<file path="config.mk">
export PLATFORM = sky130hd
export DESIGN_NAME = bsr_shift_reg
export DESIGN_NICKNAME = d
export VERILOG_FILES = /design/src/core/bsr_pkg.sv /design/src/core/bsr_edge_sync.sv /design/src/core/bsr_shift_reg.sv
export SDC_FILE = /design/constraint.sdc
export NUM_CORES = 1
export LEC_CHECK = 0
export CAP_MARGIN = 10
export CORE_AREA = 2 2 43 45
export CTS_CLUSTER_SIZE = 25
export DETAILED_ROUTE_END_ITERATION = 7
export DIE_AREA = 0 0 45 47
export DONT_BUFFER_PORTS = 1
export PLACE_DENSITY_LB_ADDON = 0.08
export SKIP_CTS_REPAIR_TIMING = 1
export SYNTH_ARGS = -nofsm -noshare
export SYNTH_HDL_FRONTEND = slang
export SYNTH_SLANG_ARGS = --single-unit
</file>
<file path="constraint.sdc">
create_clock -name clk_in -period 1.65 [get_ports clk_in]
set_input_delay 0 -clock clk_in [delete_from_list [all_inputs] [get_ports clk_in]]
set_output_delay 0 -clock clk_in [all_outputs]
set_load 0.01 [all_outputs]
</file>
<file path="src/core/bsr_pkg.sv">
/*
  Package for the four-stage bidirectional shift register: widths, indices and mode codes.
  Assumes nothing of its surroundings beyond a SystemVerilog compiler.
*/
package bsr_pkg;
  localparam int BSR_STAGES = 4;
  localparam int BSR_FIRST = 0;
  localparam logic BSR_MODE_LOAD = 1'h1;
  localparam logic BSR_MODE_SHIFT = 1'h0;
  localparam int BSR_SYNC_DEPTH = 2;
endpackage

</file>
<file path="src/core/bsr_edge_sync.sv">
/*
  Two-flop synchroniser with falling-edge pulse for one external clock pin.
  Assumes the pin is asynchronous to clk_in and each level lasts more than three clk_in cycles.
*/
`timescale 1ns/10ps
`default_nettype none
module bsr_edge_sync
  import bsr_pkg::*;
(
  input wire logic clk_in,
  input wire logic rst_in,
  input wire logic pin_in,
  output logic level_out,
  output logic fall_out
);
  logic meta_q;
  logic meta_d;
  logic sync_q;
  logic sync_d;
  logic prev_q;
  logic prev_d;

  always_comb begin
    meta_d = pin_in;
    sync_d = meta_q;
    prev_d = sync_q;
  end

  // The first flop feeds only the second; the edge detector looks at later stages.
  always_ff @(posedge clk_in or posedge rst_in) begin
    if (rst_in) begin
      meta_q <= 1'h0;
      sync_q <= 1'h0;
      prev_q <= 1'h0;
    end else begin
      meta_q <= meta_d;
      sync_q <= sync_d;
      prev_q <= prev_d;
    end
  end

  assign level_out = sync_q;
  assign fall_out = prev_q & ~sync_q;
endmodule
`default_nettype wire

</file>
<file path="src/core/bsr_shift_reg.sv">
/*
  Four-stage shift register with parallel load (left clock) and serial shift (right clock).
  Assumes clocks, mode and data arrive as asynchronous pins, slow against clk_in.
*/
// Overview of operation
// - Four stages, each on its own output.
// - Mode high: load clock fall loads parallel inputs.
// - Serial input ignored while mode high.
// - Mode low: shift clock fall shifts toward stage3.
// - Unselected clock is ignored entirely.
// - Mode change with clock high holds contents.
// - No active edge means stages hold.
`timescale 1ns/10ps
`default_nettype none
module bsr_shift_reg
  import bsr_pkg::*;
#(
  parameter int STAGES = BSR_STAGES
)
(
  input wire logic clk_in,
  input wire logic rst_in,
  input wire logic mode_in,
  input wire logic load_clk_in,
  input wire logic shift_clk_in,
  input wire logic serial_in,
  input wire logic [STAGES-1:0] parallel_in,
  output logic [STAGES-1:0] stage_out
);
  logic load_fall;
  logic shift_fall;
  logic load_lvl;
  logic shift_lvl;
  logic [BSR_SYNC_DEPTH-1:0] mode_sync_q;
  logic [BSR_SYNC_DEPTH-1:0] mode_sync_d;
  logic [BSR_SYNC_DEPTH-1:0] ser_sync_q;
  logic [BSR_SYNC_DEPTH-1:0] ser_sync_d;
  logic [STAGES-1:0] par_meta_q;
  logic [STAGES-1:0] par_meta_d;
  logic [STAGES-1:0] par_sync_q;
  logic [STAGES-1:0] par_sync_d;
  logic [STAGES-1:0] stage_q;
  logic [STAGES-1:0] stage_d;
  logic mode_now;
  logic ser_now;
  logic loaded_q;
  logic loaded_d;

  // Picks the fall pulse of the clock that the current mode selects; the other clock
  // is refused, so a fall on it must never reach the stages.
  function automatic logic sel_fall(input logic mode_v, input logic load_v,
      input logic shift_v);
    logic res;
    res = (mode_v == BSR_MODE_LOAD) ? load_v : shift_v;
    return res;
  endfunction

  // The data pins pass the same two flops as the clocks, so data stable before a clock
  // fall is seen aligned with that fall.
  bsr_edge_sync u_load_sync (
    .clk_in(clk_in),
    .rst_in(rst_in),
    .pin_in(load_clk_in),
    .level_out(load_lvl),
    .fall_out(load_fall)
  );

  bsr_edge_sync u_shift_sync (
    .clk_in(clk_in),
    .rst_in(rst_in),
    .pin_in(shift_clk_in),
    .level_out(shift_lvl),
    .fall_out(shift_fall)
  );

  always_comb begin
    mode_sync_d = {mode_sync_q[BSR_SYNC_DEPTH-2:0], mode_in};
    ser_sync_d = {ser_sync_q[BSR_SYNC_DEPTH-2:0], serial_in};
    par_meta_d = parallel_in;
    par_sync_d = par_meta_q;
  end

  always_ff @(posedge clk_in or posedge rst_in) begin
    if (rst_in) begin
      mode_sync_q <= '0;
      ser_sync_q <= '0;
      par_meta_q <= '0;
      par_sync_q <= '0;
    end else begin
      mode_sync_q <= mode_sync_d;
      ser_sync_q <= ser_sync_d;
      par_meta_q <= par_meta_d;
      par_sync_q <= par_sync_d;
    end
  end

  assign mode_now = mode_sync_q[BSR_SYNC_DEPTH-1];
  assign ser_now = ser_sync_q[BSR_SYNC_DEPTH-1];

  // Tracks whether any accepted edge has written the stages since reset. The stages
  // themselves stay unreset, so checks on held contents wait for this flag.
  always_comb begin
    loaded_d = loaded_q | sel_fall(mode_now, load_fall, shift_fall);
  end

  always_ff @(posedge clk_in or posedge rst_in) begin
    if (rst_in) begin
      loaded_q <= 1'h0;
    end else begin
      loaded_q <= loaded_d;
    end
  end

  // Only the clock selected by mode acts; a mode change alone never alters a stage.
  always_comb begin
    stage_d = stage_q;
    if (mode_now == BSR_MODE_LOAD) begin
      if (load_fall) begin
        stage_d = par_sync_q;
      end
    end else begin
      if (shift_fall) begin
        stage_d = {stage_q[STAGES-2:0], ser_now};
      end
    end
  end

  // The stages carry no reset so the contents stay undefined until loaded.
  always_ff @(posedge clk_in) begin
    stage_q <= stage_d;
  end

  assign stage_out = stage_q;
endmodule
`default_nettype wire

</file>
; ---- Word level (Yosys, flattened, before mapping)
; Index checks and enable logic that the tools add are counted.
[word_totals]
ff_bits = 22
input_bits = 10
output_inout_bits = 4
elab_cells = 21
[op_classes]
n_eq_ne = 1
muxes = 3
bitwise_logic = 4
n_reduce_logical = 2
[ops]
columns = cell, count
row1 = two-way mux 4 bit, 3
row2 = AND 1 bit, 2
row3 = "inequality test 2 bit, second input constant", 1
row4 = NOT 1 bit, 2
row5 = AND reduction 2 bit, 1
row6 = nonzero test 2 bit, 1

; ---- Depth between registers and ports, before layout
; Gate-level depths: netlist (run 1).
[depth]
depth_word = 4
mapped_depth = 2
ltp_nobuf = 2

; ---- Modules after synthesis
; A second synthesis (run 1) with hierarchy kept.
[unflattened]
cells_unflattened = 32
hier_area_um2 = 665.6
[by_module_without_submodules]
columns = module, instances, cells_each, area_per_inst_um2, seq_area_each_um2
row1 = bsr_shift_reg, 1, 22, 480.5, 420.4
row2 = bsr_edge_sync, 2, 5, 92.6, 75.1

; ---- Worst setup path before layout (run 1)
; OpenSTA, ideal clock, no wires.
[synth_timing]
path_kind = register -> register
from = reg mode_sync_q[1]
to = reg stage_q[0] (netlist: stage_out[0]) (enable)
setup_ns = 0.361
t_arrival_ns = 0.908
required_ns = 1.289
path_slack_ns = 0.381
path_stages_with_launch = 3
n_path_buf = 0
period_less_slack_ns = 1.269
cell_sequence = dfrtp_1 -> nand2b_1 -> o21ai_0
[synth_via]
elab_chain_len = 2
elab_cells_between_ends = 3
cone_classes = 1 x eq/ne / 2 x reduce/logical
[synth_lines]
columns = element, line_no
row1 = start: declaration, bsr_shift_reg.sv:34  ; logic [BSR_SYNC_DEPTH-1:0] mode_sync_q;
row2 = start signal: assignment, bsr_shift_reg.sv:90  ; mode_sync_q <= mode_sync_d;
row3 = inequality test 2 bit (no line) or nonzero test 2 bit (tied branches), -
row4 = AND reduction 2 bit (no line) (*), -
row5 = end signal: assignment, bsr_shift_reg.sv:130  ; stage_q <= stage_d;
row6 = end: declaration, bsr_shift_reg.sv:42  ; logic [STAGES-1:0] stage_q;
; Every way passes the cells marked *; elsewhere a longest branch is shown, timed or not.
; A chain may end at the register's enable or synchronous reset.

; ---- Final worst setup path (run 1)
[layout_timing]
from = reg mode_sync_q[1]
to = reg stage_q[3] (netlist: stage_out[3]) (enable)
; Same word-level chain as after synthesis.

==> impl_metrics.toml, run 1 <==
[setup_path]
cp_cell_sequence = "nand2b_1 -> o21ai_0"
cp_slowest_cell = "sky130_fd_sc_hd__dfrtp_1"
cpPeakStageDelay_ns = 0.45
crit_fanout = 6
critPathRequiredTime_ns = 1.59
path_class = "register to register"
critPathLaunchType = "register"
endpoint_kind = "register"
crit_arrival_ns = 1.30

[clocking]
cts_sinks = 22
worst_skew_pair.late_latency_ns = 0.29
cts_tree = "done"
clk_root_buffer_cell = "sky130_fd_sc_hd__clkbuf_4"
ctsLongestPathBuffers = 2
cts.htree.levels = 1
cts_buffers = 3
clk_transition_reported_paths_ns = 0.10

[global_route]
number_of_global_route_vias_before_repair = 220
global_route.overflow_total = 0
met1_usage_pct = 8.72
top_usage_layer = "met2"
grt.total_usage_pct = 7.36
pin_count_of_the_biggest_net_entering_global_routing = 19
grt_antenna_before_repair = 0
global_route_wire_length_before_repair_um = 972
grt.met2_usage_pct = 9.14
met3_resource_use_gr_pct = 4.23

[routing]
route.detailed.wl_per_inst_um = 11.6
detail_route.wirelength_um = 698
vias_per_cell = 4.60
drc = 0
ant_nets = 0
detailroute.via_count = 276
first_pass_iters = 1
drt-initial-drc-count = 0

[cells_and_area]
multi_input_area_sq_um = 63.8
areaGrowthSynthToFinish_pct = 21.6
nets = 54
nFillCells = 159
sequential_cell_area_sq_um = 571
final_layout_size_suffix_gt1_share_pct = 16.3
antenna_cells = 0

[synth]
yosys.cell_types.count = 7
synth_seq_area_share_pct = 89.4
synth.ff_latch_count = 22
synth_area_per_cell_sq_um = 21.3
netlist_instances = 30
yosysWarningCount = 0
synthesis.area_sq_um = 638
net_count_synth = 40

[worst_hold_path]
hp-class = "input pin to async pin"

[sta]
min_period_ns = 1.36
clock-skew-final_ns = 0.00104
fmax_mhz = 734
timing.final.setup_violations = 0
tightestPinTransition_ns = 0.637
timing.setup.tns_ns = 0
post_route_clock_period_utilization_pct = 82.6
relSlewSlack_pct = 57.5
rsz_0062_raised_after_global_routing = "false"
timing.final.ws_setup_ns = 0.287
final_max_slew_viols = 0
finalHoldViolations = 0

[floorplan]
floorplan.initialDensity_pct = 38.6
die_width_um = 45
num_io_pins = 14
die_h_um = 47
floorplan.core_area_sq_mm = 0.00165
design.die.area_sq_mm = 0.00212
placement_rows = 15

[placement]
place.gp.congestion = 0.680
place_ws_ns = 0.275
io_buffers = 0
hpwlAfterDp_um = 472

[power]
power_density_mw_per_mm2 = 1100
p_leak_nw = 0.326
peakVddDrop_mv = 0.514
fin_total_pwr_mw = 0.854

[run]
max-cap-violations = 0

[status]
status = "finished clean"
[metal layers]
layer,share of wire [%],wire length (um),vias up
met5,0,0,-
met4,0,0,0
met3,8.2,57,0
met2,52,360,14
met1,40,280,137
li1,-,-,125
[flip-flops by register name, indices dropped and copies added, names as in the netlist]
signal and flops:
par_meta_q 4, par_sync_q 4, stage_out 4, mode_sync_q 2
ser_sync_q 2, u_load_sync.level_out 1, u_load_sync.meta_q 1, u_load_sync.prev_q 1
u_shift_sync.level_out 1, u_shift_sync.meta_q 1, u_shift_sync.prev_q 1
[where the power goes]
group          internal [mW]  switching [mW]  total [mW]  leakage [nW]
Sequential             0.583          0.0135       0.596         0.247
Combinational         0.0226          0.0142      0.0368        0.0639
Clock                 0.0878           0.134       0.221        0.0154
Total                  0.693           0.161       0.854         0.326
[critical path, delay by kind of cell, from the launching register on]
family | cells | cell delay, ns
DFF | 1 | 0.45
AOI/OAI and AO/OA | 1 | 0.40
and+or+nand+nor | 1 | 0.16
[stage by stage]
step | hold WS, ns | instances | area [sq um] | utilization (%)
after floorplan | -0.0614 | 30 | 638 | -
after global placement | -0.0193 | 47 | 659 | 39.9
after detailed placement | 0.00396 | 47 | 659 | 39.9
after CTS | -0.327 | 51 | 686 | 41.5
after global routing | 0.236 | 60 | 776 | 47.0
final | 0.233 | 60 | 776 | 47.0
[cells in the final DEF, fill, tap and decap left out]
cell type / n
sky130_fd_sc_hd__dfrtp_1: 18
sky130_fd_sc_hd__o21ai_0: 1
sky130_fd_sc_hd__inv_1: 1
sky130_fd_sc_hd__edfxtp_1: 4
sky130_fd_sc_hd__clkinv_1: 1
sky130_fd_sc_hd__nand2b_1: 1
sky130_fd_sc_hd__mux2_2: 4
sky130_fd_sc_hd__nand3b_1: 1
sky130_fd_sc_hd__clkbuf_4: 3
sky130_fd_sc_hd__dlygate4sd3_1: 9
[synth_stat cells]
cell	count	share of area, %
sky130_fd_sc_hd__o21ai_0	1	0.78
sky130_fd_sc_hd__dfrtp_1	18	71
sky130_fd_sc_hd__inv_1	1	0.59
sky130_fd_sc_hd__nand3b_1	1	1.2
sky130_fd_sc_hd__edfxtp_1	4	19
sky130_fd_sc_hd__mux2_2	4	7.1
sky130_fd_sc_hd__nand2b_1	1	0.98
[path summary, 6_finish.rpt]
kind / from / to / slack, ns / depth (start not counted)
max: mode_sync_q[1] / stage_out[3] / 0.29 / 2
min: rst_in / ser_sync_q[0] / 0.23 / 2
max reg2reg: mode_sync_q[1] / stage_out[3] / 0.29 / 2
min reg2reg: u_shift_sync.meta_q / u_shift_sync.level_out / 0.36 / 0
max in group asynchronous: rst_in / par_sync_q[2] / 1.01 / 2
min in group clk_in: parallel_in[0] / par_meta_q[0] / 0.26 / 1
[kinds of logic (layout without fill, tap and decap cells)]
logic type / after synthesis / count (layout) / synth area share [%]
AOI/OAI and AO/OA: 1 / 1 / 0.784
buffers and inverters: 1 / 14 / 0.588
DFF: 22 / 22 / 89.4
muxes: 4 / 4 / 7.06
and+or+nand+nor: 2 / 2 / 2.16
[layout make-up]
type | count | share of cell area, %
clock buffers | 3 | 2.90
clock inverters | 1 | 0.484
inverters | 1 | 0.484
multi-input cells | 7 | 8.23
flip-flops and latches | 22 | 73.5
well taps | 17 | 2.74
repair buffers | 9 | 11.6
No activity file was read; power rests on OpenSTA's default activity.
==> run 2: changes to the inputs <==
clock period = 1.35 ns   (was 1.65 ns; I/O delays follow)
==> impl_metrics.toml, run 2 (same netlist as run 1, synthesis figures left out) <==
[worst_hold_path]
hp-class = "input pin to async pin"

[status]
status = "finished clean"

[floorplan]
design.die.area_sq_mm = 0.00212
placement_rows = 15
floorplan.core_area_sq_mm = 0.00165
floorplan.initialDensity_pct = 38.6
die_h_um = 47
die_width_um = 45
num_io_pins = 14

[power]
power.clock.fraction_pct = 35.0
power.sequential.fraction_pct = 61.0
p_leak_nw = 0.342
power_frac_comb_pct = 4.0
power_density_mw_per_mm2 = 1480
intPower_mw = 0.968
peakVddDrop_mv = 0.800
sw_frac_of_total_pct = 18.9
net-switching-power_mw = 0.225

[run]
max-cap-violations = 0

[sta]
rsz_0062_raised_after_global_routing = "false"
fmax_mhz = 842
timing.final.setup_violations = 0
tightestPinTransition_ns = 0.608
relSlewSlack_pct = 59.4
post_route_clock_period_utilization_pct = 88.0
finalHoldViolations = 0
final_max_slew_viols = 0
timing.setup.tns_ns = 0
clock-skew-final_ns = 0.00321
fin_worst_hold_slack_ns = 0.182
min_period_ns = 1.19

[placement]
dpl-instance-area_sq_um = 667
io_buffers = 0
place.gp.congestion = 0.652

[routing]
drc = 0
detail_route.wirelength_um = 701
drt-initial-drc-count = 0
first_pass_iters = 1
detailroute.via_count = 280
vias_per_cell = 4.59
route.detailed.wl_per_inst_um = 11.5
ant_nets = 0

[setup_path]
endpoint_kind = "register"
timing.critical_path.buf_inv = 1
path_class = "register to register"
cp_slowest_cell = "sky130_fd_sc_hd__dfrtp_1"
cp_num_cells = 3
cp_cell_sequence = "nand2b_1 -> o21ai_0 -> buf_4"
r2r-end = "stage_out[0]"
r2r_setup_slack_ns = 0.16
cpPeakStageDelay_ns = 0.46
critPathLaunchType = "register"
critical_path.top_delay_family = "flip-flops"
ff2ff_path_depth = 3
critical_path.reg2reg.startpoint = "mode_sync_q[1]"
critPathRequiredTime_ns = 1.39
crit_fanout = 6
crit_arrival_ns = 1.23

[clocking]
clk_transition_reported_paths_ns = 0.11
cts_sinks = 22
cts.htree.levels = 1
ctsLongestPathBuffers = 2
clk_root_buffer_cell = "sky130_fd_sc_hd__clkbuf_4"
cts_tree = "done"
worst_skew_pair.late_latency_ns = 0.31
cts_buffers = 3

[global_route]
global_route.overflow_total = 0
global_route_wire_length_before_repair_um = 1000
pin_count_of_the_biggest_net_entering_global_routing = 19
grt.total_usage_pct = 7.60
number_of_global_route_vias_before_repair = 241
grt_antenna_before_repair = 0

[cells_and_area]
antenna_cells = 0
nets = 55
design_area_sq_um = 805
commonest_non_fill_non_tap_cell_in_the_layout = "sky130_fd_sc_hd__dfrtp_1"
areaGrowthSynthToFinish_pct = 26.1
final_layout_size_suffix_gt1_share_pct = 20.5
most-common-layout-cells = "sky130_fd_sc_hd__dfrtp_1, sky130_fd_sc_hd__dlygate4sd3_1, sky130_fd_sc_hd__mux2_2, sky130_fd_sc_hd__edfxtp_1, sky130_fd_sc_hd__clkbuf_4"
nFillCells = 150
[run 2: cell types whose count changed in the layout (fill, tap and decap cells not counted), sizes merged]
cell    delta
buf        +1
clkbuf     +1
clkinv     -1
[run 2: layer usage]
metal | vias to the layer above | GRT usage, % | share of wire [%]
li1 | 127 | - | -
met1 | 133 | 6.41 | 40
met2 | 17 | 11.7 | 46
met3 | 3 | 6.54 | 11
met4 | 0 | 5.29 | 2.9
met5 | - | 0 | 0
[run 2: power by group through the flow]
stage | logic [mW] | clock network [mW] | registers [mW]
after floorplan | 0.0222 | 0 | 0.738
after global placement | 0.0275 | 0 | 0.741
after detailed placement | 0.0284 | 0 | 0.743
after CTS | 0.0287 | 0.433 | 0.729
after global routing | 0.0540 | 0.457 | 0.732
final | 0.0478 | 0.417 | 0.728
[run 2: metrics by stage]
stage	power [mW]	cells	utilization, %	setup WS (ns)
2_1_floorplan	0.760	30	-	0.0807
3_3_place_gp	0.769	48	40.4	0.184
3_5_place_dp	0.771	48	40.4	0.177
4_1_cts	1.19	52	43.3	0.168
5_1_grt	1.24	61	48.7	0.122
6_report	1.19	61	48.7	0.162
[run 2: worst register-to-register path: stages (launching register included)]
cell and delay, ns:
sky130_fd_sc_hd__dfrtp_1 0.46, sky130_fd_sc_hd__nand2b_1 0.17, sky130_fd_sc_hd__o21ai_0 0.14, sky130_fd_sc_hd__buf_4 0.15
[run 2: cell type report]
type	instances	area (sq um)	area share, %
multi-input cells	7	63.8	7.93
inverters	1	3.75	0.467
well taps	17	21.3	2.64
repair buffers	10	97.6	12.1
clock buffers	4	47.5	5.91
flip-flops and latches	22	571	70.9
[run 2: how the worst max path moves through the flow]
stage | from | to | slack (ns)
3_5_place_dp | mode_sync_q[1] | stage_out[2] | 0.18
3_3_place_gp | mode_sync_q[1] | stage_out[3] | 0.18
5_1_grt | mode_sync_q[1] | stage_out[2] | 0.12
4_1_cts | mode_sync_q[1] | stage_out[0] | 0.17
6_report | mode_sync_q[1] | stage_out[0] | 0.16
2_1_floorplan | mode_sync_q[1] | stage_out[0] | 0.08
==> run 3: changes to the inputs <==
CTS_BUF_LIST = sky130_fd_sc_hd__clkbuf_8   (was unset)
PLACE_DENSITY = 0.64   (was unset)
PLACE_DENSITY_LB_ADDON = unset   (was 0.08)
==> impl_metrics.toml, run 3 (same netlist as run 1, synthesis figures left out) <==
[routing]
met1_length_um = 292
vias_per_cell = 4.72
detail_route.wirelength_um = 765
detailroute.via_count = 288
highest-signal-layer = "met3"
drc = 0
ant_nets = 0
routed-wl-met2_um = 393
met3WireLength_um = 78
drt-initial-drc-count = 1
route.detailed.wl_per_inst_um = 12.5
first_pass_iters = 2

[setup_path]
worstSetupStartpoint = "mode_sync_q[1]"
crit_arrival_ns = 1.16
setup.worst_path.end = "stage_out[3]"
critPathRequiredTime_ns = 1.33
ff2ff_path_depth = 3
r2r-end = "stage_out[3]"
critPathLaunchType = "register"
r2r_setup_slack_ns = 0.17
crit_fanout = 6
endpoint_kind = "register"
path_class = "register to register"
critical_path.reg2reg.startpoint = "mode_sync_q[1]"

[power]
power.sequential.fraction_pct = 59.3
power.clock.fraction_pct = 36.8
p_leak_nw = 0.345
peakVddDrop_mv = 1.09
power_frac_comb_pct = 3.9
power_density_mw_per_mm2 = 1510
net-switching-power_mw = 0.227
sw_frac_of_total_pct = 18.5
intPower_mw = 1.00

[sta]
final_max_slew_viols = 0
fin_worst_hold_slack_ns = 0.261
tightestPinTransition_ns = 0.617
min_period_ns = 1.18
rsz_0062_raised_after_global_routing = "false"
clock-skew-final_ns = 0.00278
post_route_clock_period_utilization_pct = 87.2
timing.setup.tns_ns = 0
fmax_mhz = 850
timing.final.setup_violations = 0
relSlewSlack_pct = 58.8
finalHoldViolations = 0

[floorplan]
placement_rows = 15
floorplan.initialDensity_pct = 38.6
design.die.area_sq_mm = 0.00212
die_width_um = 45
floorplan.core_area_sq_mm = 0.00165
die_h_um = 47
num_io_pins = 14

[cells_and_area]
sequential_cell_area_sq_um = 571
design_area_sq_um = 812
antenna_cells = 0
final_cells = 61
final_layout_size_suffix_gt1_share_pct = 20.5
commonest_non_fill_non_tap_cell_in_the_layout = "sky130_fd_sc_hd__dfrtp_1"
nets = 55
most-common-layout-cells = "sky130_fd_sc_hd__dfrtp_1, sky130_fd_sc_hd__dlygate4sd3_1, sky130_fd_sc_hd__mux2_2, sky130_fd_sc_hd__clkbuf_8, sky130_fd_sc_hd__edfxtp_1"
nFillCells = 152
multi_input_area_sq_um = 63.8
areaGrowthSynthToFinish_pct = 27.3

[clocking]
cts_tree = "done"
clk_transition_reported_paths_ns = 0.07
cts_sinks = 22
cts_buffers = 3
worst_skew_pair.late_latency_ns = 0.26
cts.htree.levels = 1
clk_root_buffer_cell = "sky130_fd_sc_hd__clkbuf_8"
ctsLongestPathBuffers = 2

[status]
status = "finished clean"

[global_route]
global_route_wire_length_before_repair_um = 1210
pin_count_of_the_biggest_net_entering_global_routing = 19
grt.total_usage_pct = 9.10
grt_antenna_before_repair = 0
number_of_global_route_vias_before_repair = 274
global_route.overflow_total = 0

[worst_hold_path]
hp-class = "input pin to async pin"

[placement]
io_buffers = 0
place.gp.congestion = 0.600
placed_cells_incl_taps = 48
dpl-instance-area_sq_um = 667

[run]
max-cap-violations = 0
## run 3: cell count changes in the layout (fill, tap and decap cells not counted)
| cell | previous run | this run |
|---|---|---|
| sky130_fd_sc_hd__clkbuf_8 | 0 | 4 |
| sky130_fd_sc_hd__clkbuf_16 | 1 | 0 |
| sky130_fd_sc_hd__clkbuf_4 | 3 | 0 |
## run 3: worst min-delay path by stage
stage	slack, ns	cells past startpoint	to	from
2_1_floorplan	-0.06	1	mode_sync_q[0]	rst_in
3_3_place_gp	-0.02	1	par_meta_q[0]	rst_in
3_5_place_dp	0.002	1	u_shift_sync.meta_q	rst_in
4_1_cts	-0.28	1	ser_sync_q[1]	rst_in
5_1_grt	0.29	1	par_meta_q[0]	parallel_in[0]
6_report	0.26	2	par_sync_q[1]	rst_in
## run 3: worst max-delay path, stage by stage (launching register included)
cell and delay (ns):
sky130_fd_sc_hd__dfrtp_1 0.45, sky130_fd_sc_hd__nand2b_1 0.17, sky130_fd_sc_hd__o21ai_0 0.13, sky130_fd_sc_hd__buf_4 0.15
## run 3: per-stage QoR
stage	power, mW	worst slack [ns]	utilization (%)
global route	1.29	0.0979	49.2
global placement	0.768	0.195	40.4
floorplan	0.760	0.0807	-
detailed placement	0.772	0.179	40.4
CTS	1.23	0.173	43.7
finish	1.23	0.173	49.2
## run 3: cell type report
type | count | area share (%)
well taps | 17 | 2.62
multi-input cells | 7 | 7.86
repair buffers | 10 | 12.0
inverters | 1 | 0.462
clock buffers | 4 | 6.78
flip-flops and latches | 22 | 70.3
## run 3: per-layer routing
metal	vias to the layer above	track usage, %
li1	126	-
met3	0	6.92
met2	17	12.6
met4	0	5.29
met5	-	0
met1	145	10.0
## run 3: power groups by stage
stage | sequential (mW) | combinational (mW) | clock, mW
floorplan | 0.738 | 0.0222 | 0
global placement | 0.741 | 0.0271 | 0
detailed placement | 0.743 | 0.0290 | 0
CTS | 0.730 | 0.0290 | 0.468
global route | 0.733 | 0.0544 | 0.501
finish | 0.729 | 0.0482 | 0.452
